<file path="src/design/ocs_pkg.sv">
// Shared constants and types for the output clock stop control block.
// Assumes a single register clock; every user includes nothing and names items ocs_pkg::x.
package ocs_pkg;

    // ------------------------------------------------------------------
    // Register map
    // ------------------------------------------------------------------
    localparam logic [7:0] ENG3_STOP_ADDR = 8'hB6;
    localparam logic [7:0] ENG2_STOP_ADDR = 8'hB7;
    localparam logic [7:0] ENG10_STOP_ADDR = 8'hB8;
    localparam logic [7:0] STOP_RESET = 8'h00;
    localparam logic [7:0] READ_ZERO = 8'h00;

    // ------------------------------------------------------------------
    // Field layout and codes
    // ------------------------------------------------------------------
    localparam int NUM_CHAN = 8;
    localparam int FIELD_W = 2;
    localparam int HALF_CHAN = 4;
    localparam logic [1:0] STOP_RUN0 = 2'h0;
    localparam logic [1:0] STOP_RUN1 = 2'h1;
    localparam logic [1:0] STOP_FALL = 2'h2;
    localparam logic [1:0] STOP_RISE = 2'h3;
    localparam logic [1:0] MUX_ENGINE = 2'h0;
    localparam logic [1:0] MUX_ALT = 2'h1;
    localparam logic [7:0] ALL_LOW = 8'h00;

    // ------------------------------------------------------------------
    // Per-channel halt state
    // ------------------------------------------------------------------
    typedef enum logic [2:0] {
        OCS_RUN = 3'h1,
        OCS_HALT_LO = 3'h2,
        OCS_HALT_HI = 3'h4
    } ocs_halt_state_t;

endpackage

</file>
<file path="src/design/ocs_chan_if.sv">
// Interface between the register side and one output channel.
// Assumes both ends run on the same register clock.
`timescale 1ns/100ps
`default_nettype none
interface ocs_chan_if;
    logic [1:0] code;
    logic [1:0] route_sel;
    logic eng_lvl;
    logic eng_prev;
    logic alt_lvl;
    logic clk_out;

    modport ctl (output code, output route_sel, output eng_lvl, output eng_prev,
                 output alt_lvl, input clk_out);
    modport chan (input code, input route_sel, input eng_lvl, input eng_prev,
                  input alt_lvl, output clk_out);
endinterface
`default_nettype wire

</file>
<file path="src/design/ocs_channel.sv">
// One output channel: routes the selected source and halts it at an edge.
// Assumes the source levels are already synchronised to mclk.
`timescale 1ns/100ps
`default_nettype none
module ocs_channel (
    input wire logic mclk,
    input wire logic rst_n,
    input wire logic clk_en,
    ocs_chan_if.chan ch
);

    typedef struct packed {
        ocs_pkg::ocs_halt_state_t state;
        logic out;
    } ocs_chan_state_t;

    ocs_chan_state_t st_reg;
    ocs_chan_state_t st_next;
    logic route_eng;
    logic rise;
    logic fall;

    assign route_eng = (ch.route_sel == ocs_pkg::MUX_ENGINE);
    assign rise = ch.eng_lvl & ~ch.eng_prev;
    assign fall = ~ch.eng_lvl & ch.eng_prev;
    assign ch.clk_out = st_reg.out;

    // ------------------------------------------------------------------
    // Halt sequencing
    // ------------------------------------------------------------------
    always_comb begin
        st_next = st_reg;
        case (st_reg.state)
            ocs_pkg::OCS_RUN: begin
                if (route_eng) begin
                    st_next.out = ch.eng_lvl;
                    if (ch.code == ocs_pkg::STOP_FALL && fall) begin
                        st_next.state = ocs_pkg::OCS_HALT_LO;
                    end else if (ch.code == ocs_pkg::STOP_RISE && rise) begin
                        st_next.state = ocs_pkg::OCS_HALT_HI;
                    end
                end else if (ch.route_sel == ocs_pkg::MUX_ALT) begin
                    st_next.out = ch.alt_lvl;
                end else begin
                    st_next.out = 1'b0;
                end
            end
            ocs_pkg::OCS_HALT_LO: begin
                st_next.out = 1'b0;
                // Leave only on a source rise so the first high is full width.
                if (rise && !(route_eng && ch.code == ocs_pkg::STOP_FALL)) begin
                    st_next.out = 1'b1;
                    st_next.state = (route_eng && ch.code == ocs_pkg::STOP_RISE)
                        ? ocs_pkg::OCS_HALT_HI : ocs_pkg::OCS_RUN;
                end
            end
            ocs_pkg::OCS_HALT_HI: begin
                st_next.out = 1'b1;
                if (fall && !(route_eng && ch.code == ocs_pkg::STOP_RISE)) begin
                    st_next.out = 1'b0;
                    st_next.state = (route_eng && ch.code == ocs_pkg::STOP_FALL)
                        ? ocs_pkg::OCS_HALT_LO : ocs_pkg::OCS_RUN;
                end
            end
            default: begin
                st_next.state = ocs_pkg::OCS_RUN;
                st_next.out = 1'b0;
            end
        endcase
    end

    always_ff @(posedge mclk or negedge rst_n) begin
        if (!rst_n) begin
            st_reg.state <= ocs_pkg::OCS_RUN;
            st_reg.out <= 1'b0;
        end else if (clk_en) begin
            st_reg <= st_next;
        end
    end

    // ------------------------------------------------------------------
    // Checks
    // ------------------------------------------------------------------
    a_run_follows_src: assert property (
        @(posedge mclk) disable iff (!rst_n)
        clk_en && st_reg.state == ocs_pkg::OCS_RUN && route_eng && !ch.code[1]
        |=> ch.clk_out == $past(ch.eng_lvl))
        else $error("running output did not follow its divider");

    a_fall_stop_low: assert property (
        @(posedge mclk) disable iff (!rst_n)
        clk_en && st_reg.state == ocs_pkg::OCS_RUN && route_eng
        && ch.code == ocs_pkg::STOP_FALL && fall
        |=> st_reg.state == ocs_pkg::OCS_HALT_LO && !ch.clk_out)
        else $error("falling-edge stop did not halt low");

    a_rise_stop_high: assert property (
        @(posedge mclk) disable iff (!rst_n)
        clk_en && st_reg.state == ocs_pkg::OCS_RUN && route_eng
        && ch.code == ocs_pkg::STOP_RISE && rise
        |=> st_reg.state == ocs_pkg::OCS_HALT_HI && ch.clk_out)
        else $error("rising-edge stop did not halt high");

    a_halt_level_held: assert property (
        @(posedge mclk) disable iff (!rst_n)
        st_reg.state == ocs_pkg::OCS_HALT_LO |-> !ch.clk_out)
        else $error("halted-low output is not low");

    a_no_runt_resume: assert property (
        @(posedge mclk) disable iff (!rst_n)
        clk_en && st_reg.state == ocs_pkg::OCS_HALT_LO && !rise
        |=> st_reg.state == ocs_pkg::OCS_HALT_LO && !ch.clk_out)
        else $error("halted-low output left without a source rise");

    a_route_gates_stop: assert property (
        @(posedge mclk) disable iff (!rst_n)
        clk_en && st_reg.state == ocs_pkg::OCS_RUN && !route_eng
        |=> st_reg.state == ocs_pkg::OCS_RUN)
        else $error("stop acted on an output not routed from its divider");

    a_alt_route: assert property (
        @(posedge mclk) disable iff (!rst_n)
        clk_en && st_reg.state == ocs_pkg::OCS_RUN && ch.route_sel == ocs_pkg::MUX_ALT
        |=> ch.clk_out == $past(ch.alt_lvl))
        else $error("alternate route did not pass the alternate clock");

endmodule // ocs_channel
`default_nettype wire

</file>
<file path="src/design/ocs_output_clock_stop.sv">
// Top of the output clock stop control: stop registers and eight output channels.
// Assumes divider and alternate clocks are slow against mclk and arrive asynchronously.
`timescale 1ns/100ps
`default_nettype none
// Notes on behaviour
// - Codes 00 and 01 leave the output running with no stop.
// - Code 10 halts the output at a falling edge and holds it low.
// - Code 11 halts the output at a rising edge and holds it high.
// - Engine-3 register bits 1:0 halt divider A, output 4.
// - Engine-3 register bits 3:2 halt divider B, output 5.
// - Engine-3 register bits 5:4 halt divider C, output 6.
// - Engine-3 register bits 7:6 halt divider D, output 7.
// - Engine-2 register bits 1:0 halt divider A, output 0.
// - Engine-2 register bits 3:2 halt divider B, output 1.
// - Engine-2 register bits 5:4 halt divider C, output 2.
// - Engine-2 register bits 7:6 halt divider D, output 3.
// - Mux code 00 routes the engine divider to its output, in order.
module ocs_output_clock_stop (
    input wire logic mclk,
    input wire logic rst_n,
    input wire logic clk_en,
    input wire logic [7:0] reg_addr,
    input wire logic reg_wr_en,
    input wire logic [7:0] reg_wdata,
    input wire logic reg_rd_en,
    output logic [7:0] reg_rdata,
    input wire logic [3:0] eng2_div_clk,
    input wire logic [3:0] eng3_div_clk,
    input wire logic [7:0] alt_clk,
    input wire logic [15:0] out_mux_sel,
    output logic cfg_output_clock_0,
    output logic cfg_output_clock_1,
    output logic cfg_output_clock_2,
    output logic cfg_output_clock_3,
    output logic cfg_output_clock_4,
    output logic cfg_output_clock_5,
    output logic cfg_output_clock_6,
    output logic cfg_output_clock_7
);

    typedef struct packed {
        logic [7:0] eng3_stop;
        logic [7:0] eng2_stop;
        logic [7:0] eng10_stop;
        logic [7:0] rdata;
        logic [7:0] src_meta;
        logic [7:0] src_sync;
        logic [7:0] src_prev;
        logic [7:0] alt_meta;
        logic [7:0] alt_sync;
    } ocs_top_state_t;

    ocs_top_state_t st_reg;
    ocs_top_state_t st_next;
    logic [15:0] stop_codes;
    logic [7:0] clk_vec;

    // ------------------------------------------------------------------
    // Register access and input synchronisers
    // ------------------------------------------------------------------
    always_comb begin
        st_next = st_reg;
        st_next.src_meta = {eng3_div_clk, eng2_div_clk};
        st_next.src_sync = st_reg.src_meta;
        st_next.src_prev = st_reg.src_sync;
        st_next.alt_meta = alt_clk;
        st_next.alt_sync = st_reg.alt_meta;
        if (reg_wr_en) begin
            case (reg_addr)
                ocs_pkg::ENG3_STOP_ADDR: st_next.eng3_stop = reg_wdata;
                ocs_pkg::ENG2_STOP_ADDR: st_next.eng2_stop = reg_wdata;
                ocs_pkg::ENG10_STOP_ADDR: st_next.eng10_stop = reg_wdata;
                default: st_next.eng3_stop = st_reg.eng3_stop;
            endcase
        end
        if (reg_rd_en) begin
            case (reg_addr)
                ocs_pkg::ENG3_STOP_ADDR: st_next.rdata = st_reg.eng3_stop;
                ocs_pkg::ENG2_STOP_ADDR: st_next.rdata = st_reg.eng2_stop;
                ocs_pkg::ENG10_STOP_ADDR: st_next.rdata = st_reg.eng10_stop;
                default: st_next.rdata = ocs_pkg::READ_ZERO;
            endcase
        end
    end

    always_ff @(posedge mclk or negedge rst_n) begin
        if (!rst_n) begin
            st_reg.eng3_stop <= ocs_pkg::STOP_RESET;
            st_reg.eng2_stop <= ocs_pkg::STOP_RESET;
            st_reg.eng10_stop <= ocs_pkg::STOP_RESET;
            st_reg.rdata <= ocs_pkg::READ_ZERO;
            st_reg.src_meta <= ocs_pkg::ALL_LOW;
            st_reg.src_sync <= ocs_pkg::ALL_LOW;
            st_reg.src_prev <= ocs_pkg::ALL_LOW;
            st_reg.alt_meta <= ocs_pkg::ALL_LOW;
            st_reg.alt_sync <= ocs_pkg::ALL_LOW;
        end else if (clk_en) begin
            st_reg <= st_next;
        end
    end

    assign reg_rdata = st_reg.rdata;

    // ------------------------------------------------------------------
    // Channels: 0 to 3 take engine-2 fields, 4 to 7 take engine-3 fields
    // ------------------------------------------------------------------
    assign stop_codes = {st_reg.eng3_stop, st_reg.eng2_stop};

    genvar gi;
    generate
        for (gi = 0; gi < ocs_pkg::NUM_CHAN; gi++) begin : g_chan
            ocs_chan_if link ();
            assign link.code = stop_codes[gi*ocs_pkg::FIELD_W +: ocs_pkg::FIELD_W];
            assign link.route_sel = out_mux_sel[gi*ocs_pkg::FIELD_W +: ocs_pkg::FIELD_W];
            assign link.eng_lvl = st_reg.src_sync[gi];
            assign link.eng_prev = st_reg.src_prev[gi];
            assign link.alt_lvl = st_reg.alt_sync[gi];
            assign clk_vec[gi] = link.clk_out;
            ocs_channel u_chan (
                .mclk(mclk),
                .rst_n(rst_n),
                .clk_en(clk_en),
                .ch(link)
            );
        end
    endgenerate

    assign cfg_output_clock_0 = clk_vec[0];
    assign cfg_output_clock_1 = clk_vec[1];
    assign cfg_output_clock_2 = clk_vec[2];
    assign cfg_output_clock_3 = clk_vec[3];
    assign cfg_output_clock_4 = clk_vec[4];
    assign cfg_output_clock_5 = clk_vec[5];
    assign cfg_output_clock_6 = clk_vec[6];
    assign cfg_output_clock_7 = clk_vec[7];

    // ------------------------------------------------------------------
    // Checks
    // ------------------------------------------------------------------
    a_eng3_reg_write: assert property (
        @(posedge mclk) disable iff (!rst_n)
        clk_en && reg_wr_en && reg_addr == ocs_pkg::ENG3_STOP_ADDR
        |=> st_reg.eng3_stop == $past(reg_wdata))
        else $error("engine-3 stop register did not take the write");

    a_eng2_field_map: assert property (
        @(posedge mclk) disable iff (!rst_n)
        clk_en && st_reg.eng2_stop[7:6] == ocs_pkg::STOP_FALL
        && out_mux_sel[7:6] == ocs_pkg::MUX_ENGINE
        && st_reg.src_prev[3] && !st_reg.src_sync[3]
        |=> !cfg_output_clock_3)
        else $error("engine-2 divider D falling stop did not hold output 3 low");

endmodule // ocs_output_clock_stop
`default_nettype wire

</file>
<file path="config.mk">
export PLATFORM = sky130hd
export DESIGN_NAME = ocs_output_clock_stop
export DESIGN_NICKNAME = d
export VERILOG_FILES = /design/src/design/ocs_pkg.sv /design/src/design/ocs_chan_if.sv /design/src/design/ocs_channel.sv /design/src/design/ocs_output_clock_stop.sv
export SDC_FILE = /design/constraint.sdc
export NUM_CORES = 1
export LEC_CHECK = 0
export ABC_AREA = 1
export BUFFER_PORTS_ARGS = -buffer_cell sky130_fd_sc_hd__buf_2
export CELL_PAD_IN_SITES_DETAIL_PLACEMENT = 0
export CELL_PAD_IN_SITES_GLOBAL_PLACEMENT = 1
export CORE_ASPECT_RATIO = 0.6
export CORE_MARGIN = 2
export CORE_UTILIZATION = 48
export CTS_BUF_LIST = sky130_fd_sc_hd__clkbuf_2 sky130_fd_sc_hd__clkbuf_4 sky130_fd_sc_hd__clkbuf_8
export DETAILED_ROUTE_END_ITERATION = 16
export PLACE_DENSITY = 0.89
export SLEW_MARGIN = 20
export SYNTH_ARGS = -nofsm -noshare
export SYNTH_HDL_FRONTEND = slang
export SYNTH_HIERARCHICAL = 1
export SYNTH_SLANG_ARGS = --single-unit
</file>
<file path="constraint.sdc">
create_clock -name mclk -period 2.8 [get_ports mclk]
set_input_delay 0.42 -clock mclk [delete_from_list [all_inputs] [get_ports mclk]]
set_output_delay 0.42 -clock mclk [all_outputs]
set_load 0.05 [all_outputs]
</file>
# After elaboration in Yosys (flattened, before gate mapping)
# Cells that the tools add are included.
[totals] rom_bits=0 ff_bits=104 latch_bits=0 input_bits=53 word_cells=305 output_inout_bits=16 mem_count=0 mem_bits_rw=0
[op_classes] muxes=81 shift=0 div=0 n_eq_ne=83 n_bitwise=32 magnitude_cmp=0 n_mul=0 add_sub_neg=0 n_reduce_logical=84
[ops] cell="$mux 3" n=32
[ops] cell="$pmux 4 s3" n=8
[ops] cell="$mux 4" n=16
[ops] cell="$logic_and 1x1->1" n=48
[ops] cell="$ne 2x1->1 const B" n=24
[ops] cell="$reduce_and 5->1" n=8
[ops] cell="$eq 2x2->1 const B" n=16
[ops] cell="$eq 3x1->1 const B" n=8
[ops] cell="$eq 3x2->1 const B" n=8
[ops] cell="$eq 3x3->1 const B" n=8
[ops] cell="$eq 8x8->1 const B" n=3
[ops] cell="$ne 3x1->1 const B" n=8
[ops] cell="$pmux 8 s3" n=1
[ops] cell="$and 1x1->1" n=16
[ops] cell="$eq 2x1->1 const B" n=8
[ops] cell="$logic_not 1->1" n=16
[ops] cell="$logic_not 2->1" n=8
[ops] cell="$mux 1" n=16
[ops] cell="$mux 2" n=8
[ops] cell="$not 1->1" n=16
[ops] cell="$reduce_and 3->1" n=3
[ops] cell="$reduce_and 2->1" n=1

# Longest topological paths before layout
[depth] word_depth=7 mapped_depth=10 mapped_depth_nobuf=10

# Modules after synthesis
# The synthesis kept the hierarchy.
[modules_own_cells] mod="ocs_output_clock_stop" cells_per_inst=333 instances=1 area_each_um2=3183.1
[modules_own_cells] mod="ocs_channel at g_chan[0].u_chan ..." cells_per_inst=76 instances=7 area_each_um2=452.9
[modules_own_cells] mod="ocs_channel at g_chan[7].u_chan" cells_per_inst=77 instances=1 area_each_um2=462.9

# Worst setup path before layout
# OpenSTA, ideal clock, no wires.
[synth_timing] kind="input -> register" startpoint="input port reg_addr[6]" endpoint="register st_reg (netlist bit reg_rdata[0])" path_slack_ps=1609 t_required_ps=2735 stages=8 arrival_time_ps=1126 setup_ps=65 cell_sequence="inv_1 -> nand2_4 -> nor2_8 -> buf_8 -> nand3_1 -> nand3_1 -> nand2_1 -> nand2_1"
[synth_via] elab_chain_len=2
[synth_lines] item="start: declaration" line="ocs_output_clock_stop.sv:22" text="input wire logic [7:0] reg_addr,"
[synth_lines] item="$eq 8x8->1" line="ocs_output_clock_stop.sv:77" text="case (reg_addr)"
[synth_lines] item="$pmux 8 s3 (*)" line="ocs_output_clock_stop.sv:77"
[synth_lines] item="end signal: assignment" line="ocs_output_clock_stop.sv:98" text="st_reg <= st_next;"
[synth_lines] item="end: declaration" line="ocs_output_clock_stop.sv:53" text="ocs_top_state_t st_reg;"
# Every way passes the cells marked *; elsewhere a longest branch is shown, timed or not.
# A chain may end at the register's enable or synchronous reset.

# Worst setup path in the final report
[layout_timing] startpoint="register st_reg (netlist bit reg_rdata[0])" endpoint="output port reg_rdata[0]"
[layout_lines] item="end: declaration" line="ocs_output_clock_stop.sv:26" text="output logic [7:0] reg_rdata,"
# No word-level cell between the ends.

==> summary.md <==
| Metric | Value |
|---|---|
| Outcome | `finished, final reports clean` |
| Slew Limit Fails | `0` |
| Iter 0 DRT Violations | `between 300 and 400` |
| Initial Util | `0.4958` |
| CP arrival | `between 1 and 1.5 ns` |
| Via/cell ratio | `between 4 and 5` |
| Drt drc | `0` |
| Finished Cell Area | `7538 um^2` |
| CTS Hold Bufs | `0` |
| Yosys warns | `6` |
| Final Critical Period | `~1.5 ns` |
| Unique masters post-synth | `26` |
| Final wirelength | `approximately 15000 um` |
| Share of the synthesized area in the top cell type | `0.3524` |
| Antenna Cells | `0` |
| Die area | `15200 um^2` |
| Cells after Synth | `942` |
| Worst skew pair latency | `0.38 ns` |
| Pleak | `3.991 nW` |
| Slew @ Worst Pin | `~0.63 ns` |
| Setup bufs post-CTS | `0` |
| Area growth syn-to-layout | `10.59%` |
| Fillers | `1326` |
| Placement Cell Area | `about 7300 um^2` |
| Relative slew slack | `0.5776` |
| Setup Viol. Count Final | `0` |
| CTS Buffer Depth | `2` |
| R2R Setup Slk | `around 1.5 ns` |
| RSZ-0062 raised after global routing | `no` |
| Vias in the first global route | `5243` |
| Drt wl/cell | `12.26 um` |
| Final GP Congestion | `approximately 0.85` |
| DRT Pass-1 Iters | `4` |
| Layout cells sized above 1 | `0.2760` |
| Rows | `33` |
| # IOs | `69` |
| Setup_tns | `0 ns` |
| Synthesized cell area | `6817 um^2` |
| Seq. cell area | `around 2600 um^2` |
| Area of the multi-input gates | `roughly 3500 um^2` |
| Antenna violations before repair | `0` |
| # clock sinks | `between 100 and 150` |
| Hold WC Path Type | `in2async` |
| Worst path max stage delay | `about 0.39 ns` |
| First-pass GRT wire length | `approximately 25000 um` |
| Core area | `roughly 14000 um^2` |
| Total power per unit cell area | `approximately 660 nW/um^2` |
| DP HPWL | `between 10000 and 15000 um` |
| Largest net degree at the start of global routing | `59` |
| Max cap viols | `0` |
| CTS HTree Levels | `3` |
| Slowest CP cell | `dfrtp_1` |
| Vias | `5796` |
| Worst vdd ir | `around 0.00030 V` |
| Final Skew | `0.01211 ns` |
| Clk pin slew, worst setup/hold paths | `0.10 ns` |
| Cell taking the most area after synthesis | `dfrtp_1` |
| Area contributors post-synth | `dfrtp_1, nand2_1, nand3_1` |
| Setup CP Type | `reg2out` |
| Worst Path Required | `around 2.4 ns` |
| Net Count, Synth | `~1000` |
| Nets | `1059` |
| Max reg flops | `24` |
| PostCTS Resize Cnt | `0` |
| Crit path max fanout | `2` |
| CP delay by family, top | `flip-flops` |
| CTS tree | `built` |
| Total global-route track usage | `0.2059` |
| Gr ovfl total | `0` |
| Flops & latches, synth | `between 100 and 150` |
| Syn_area_per_cell | `between 7 and 8 um^2` |
| Cts bufs inserted | `9` |
| Fmax | `~680 MHz` |
| Die H | `roughly 96 um` |
| Crit path buffers/inverters | `1` |
| Final Hold Viols | `0` |
| Critical Path, Cell by Cell | `buf_2` |
| IO buf count | `68` |
| Tcrit/Tclk final | `0.5228` |
| Critical Path Start Type | `flop` |
| Worst Setup End Kind | `primary output` |
| Clock Tree Root | `clkbuf_8` |
| Sequential share of the synthesized area | `0.3833` |
| Routed Antenna Nets | `0` |
| DIE WIDTH | `about 160 um` |
kinds of logic (layout without fill, tap and decap cells):
family | count (synthesis) | count (layout) | share of synthesized area
compound gates | 104 | 104 | 0.07948
buf+inv | 168 | 237 | 0.1019
simple gates | 558 | 558 | 0.4222
mux | 8 | 8 | 0.01322
flops | 104 | 104 | 0.3833
area by class of cell:
type,instances,area share
clock buffers,11,0.01925
clock inverters,5,0.01062
inverters,148,0.07369
multi-input cells,670,0.4656
flip-flops and latches,104,0.3466
well taps,192,0.03187
repair buffers,73,0.05245
placed cells by master (no fill, tap or decap), drive strengths merged:
master    netlist  final
a21oi          24     24
buf            18     73
bufinv          0      2
clkbuf          2     11
clkinv          7      8
clkinvlp        0      2
dfrtp          96     96
dfstp           8      8
inv           141    141
mux2            8      8
nand2         350    350
nand3         102    102
nand4           8      8
nor2           98     98
o211ai          8      8
o21ai          71     71
o22ai           1      1
cells in the mapped netlist, drive strengths merged:
master / number
mux2: 8
a21oi: 24
clkinv: 7
o22ai: 1
nand4: 8
o211ai: 8
buf: 18
dfstp: 8
nor2: 98
inv: 141
nand3: 102
dfrtp: 96
nand2: 350
clkbuf: 2
o21ai: 71
where the power goes:
part	internal (mW)	switching, mW	total (mW)
combinational	0.666	1.19	1.85
sequential	1.77	0.265	2.04
clock	0.537	0.541	1.08
total	2.97	1.99	4.97
worst paths after layout:
check                                           start                         end  depth (start not counted)
max in group asynchronous                       rst_n  g_chan[5].u_chan/st_reg[1]                          2
max reg2reg                g_chan[1].u_chan/st_reg[1]  g_chan[1].u_chan/st_reg[2]                          8
min                                             rst_n  g_chan[4].u_chan/st_reg[2]                          1
min reg2reg                g_chan[0].u_chan/st_reg[1]  g_chan[0].u_chan/st_reg[1]                          2
min in group mclk                          alt_clk[4]                  st_next[4]                          3
max                                      reg_rdata[0]                reg_rdata[0]                          1
metrics by stage:
step,total power [mW],util,instances,setup WS [ns],hold WS (ns)
detailed placement,3.915,0.5319,1187,1.052,0.4762
finish,4.966,0.5483,1203,1.336,0.05163
CTS,5.008,0.5483,1203,1.321,0.05473
global placement,3.918,0.5319,1187,1.081,0.4646
global route,5.361,0.5483,1203,1.302,0.07640
floorplan,3.496,-,942,1.609,0.1244
layer usage:
metal,wire length (um),GRT usage,vias up
li1,-,-,3069
met1,8142,0.3212,2601
met2,5801,0.2931,110
met3,659,0.03287,16
met4,145,0.05076,0
met5,0,0,-
Note: power is estimated with default switching activity, not from simulation.
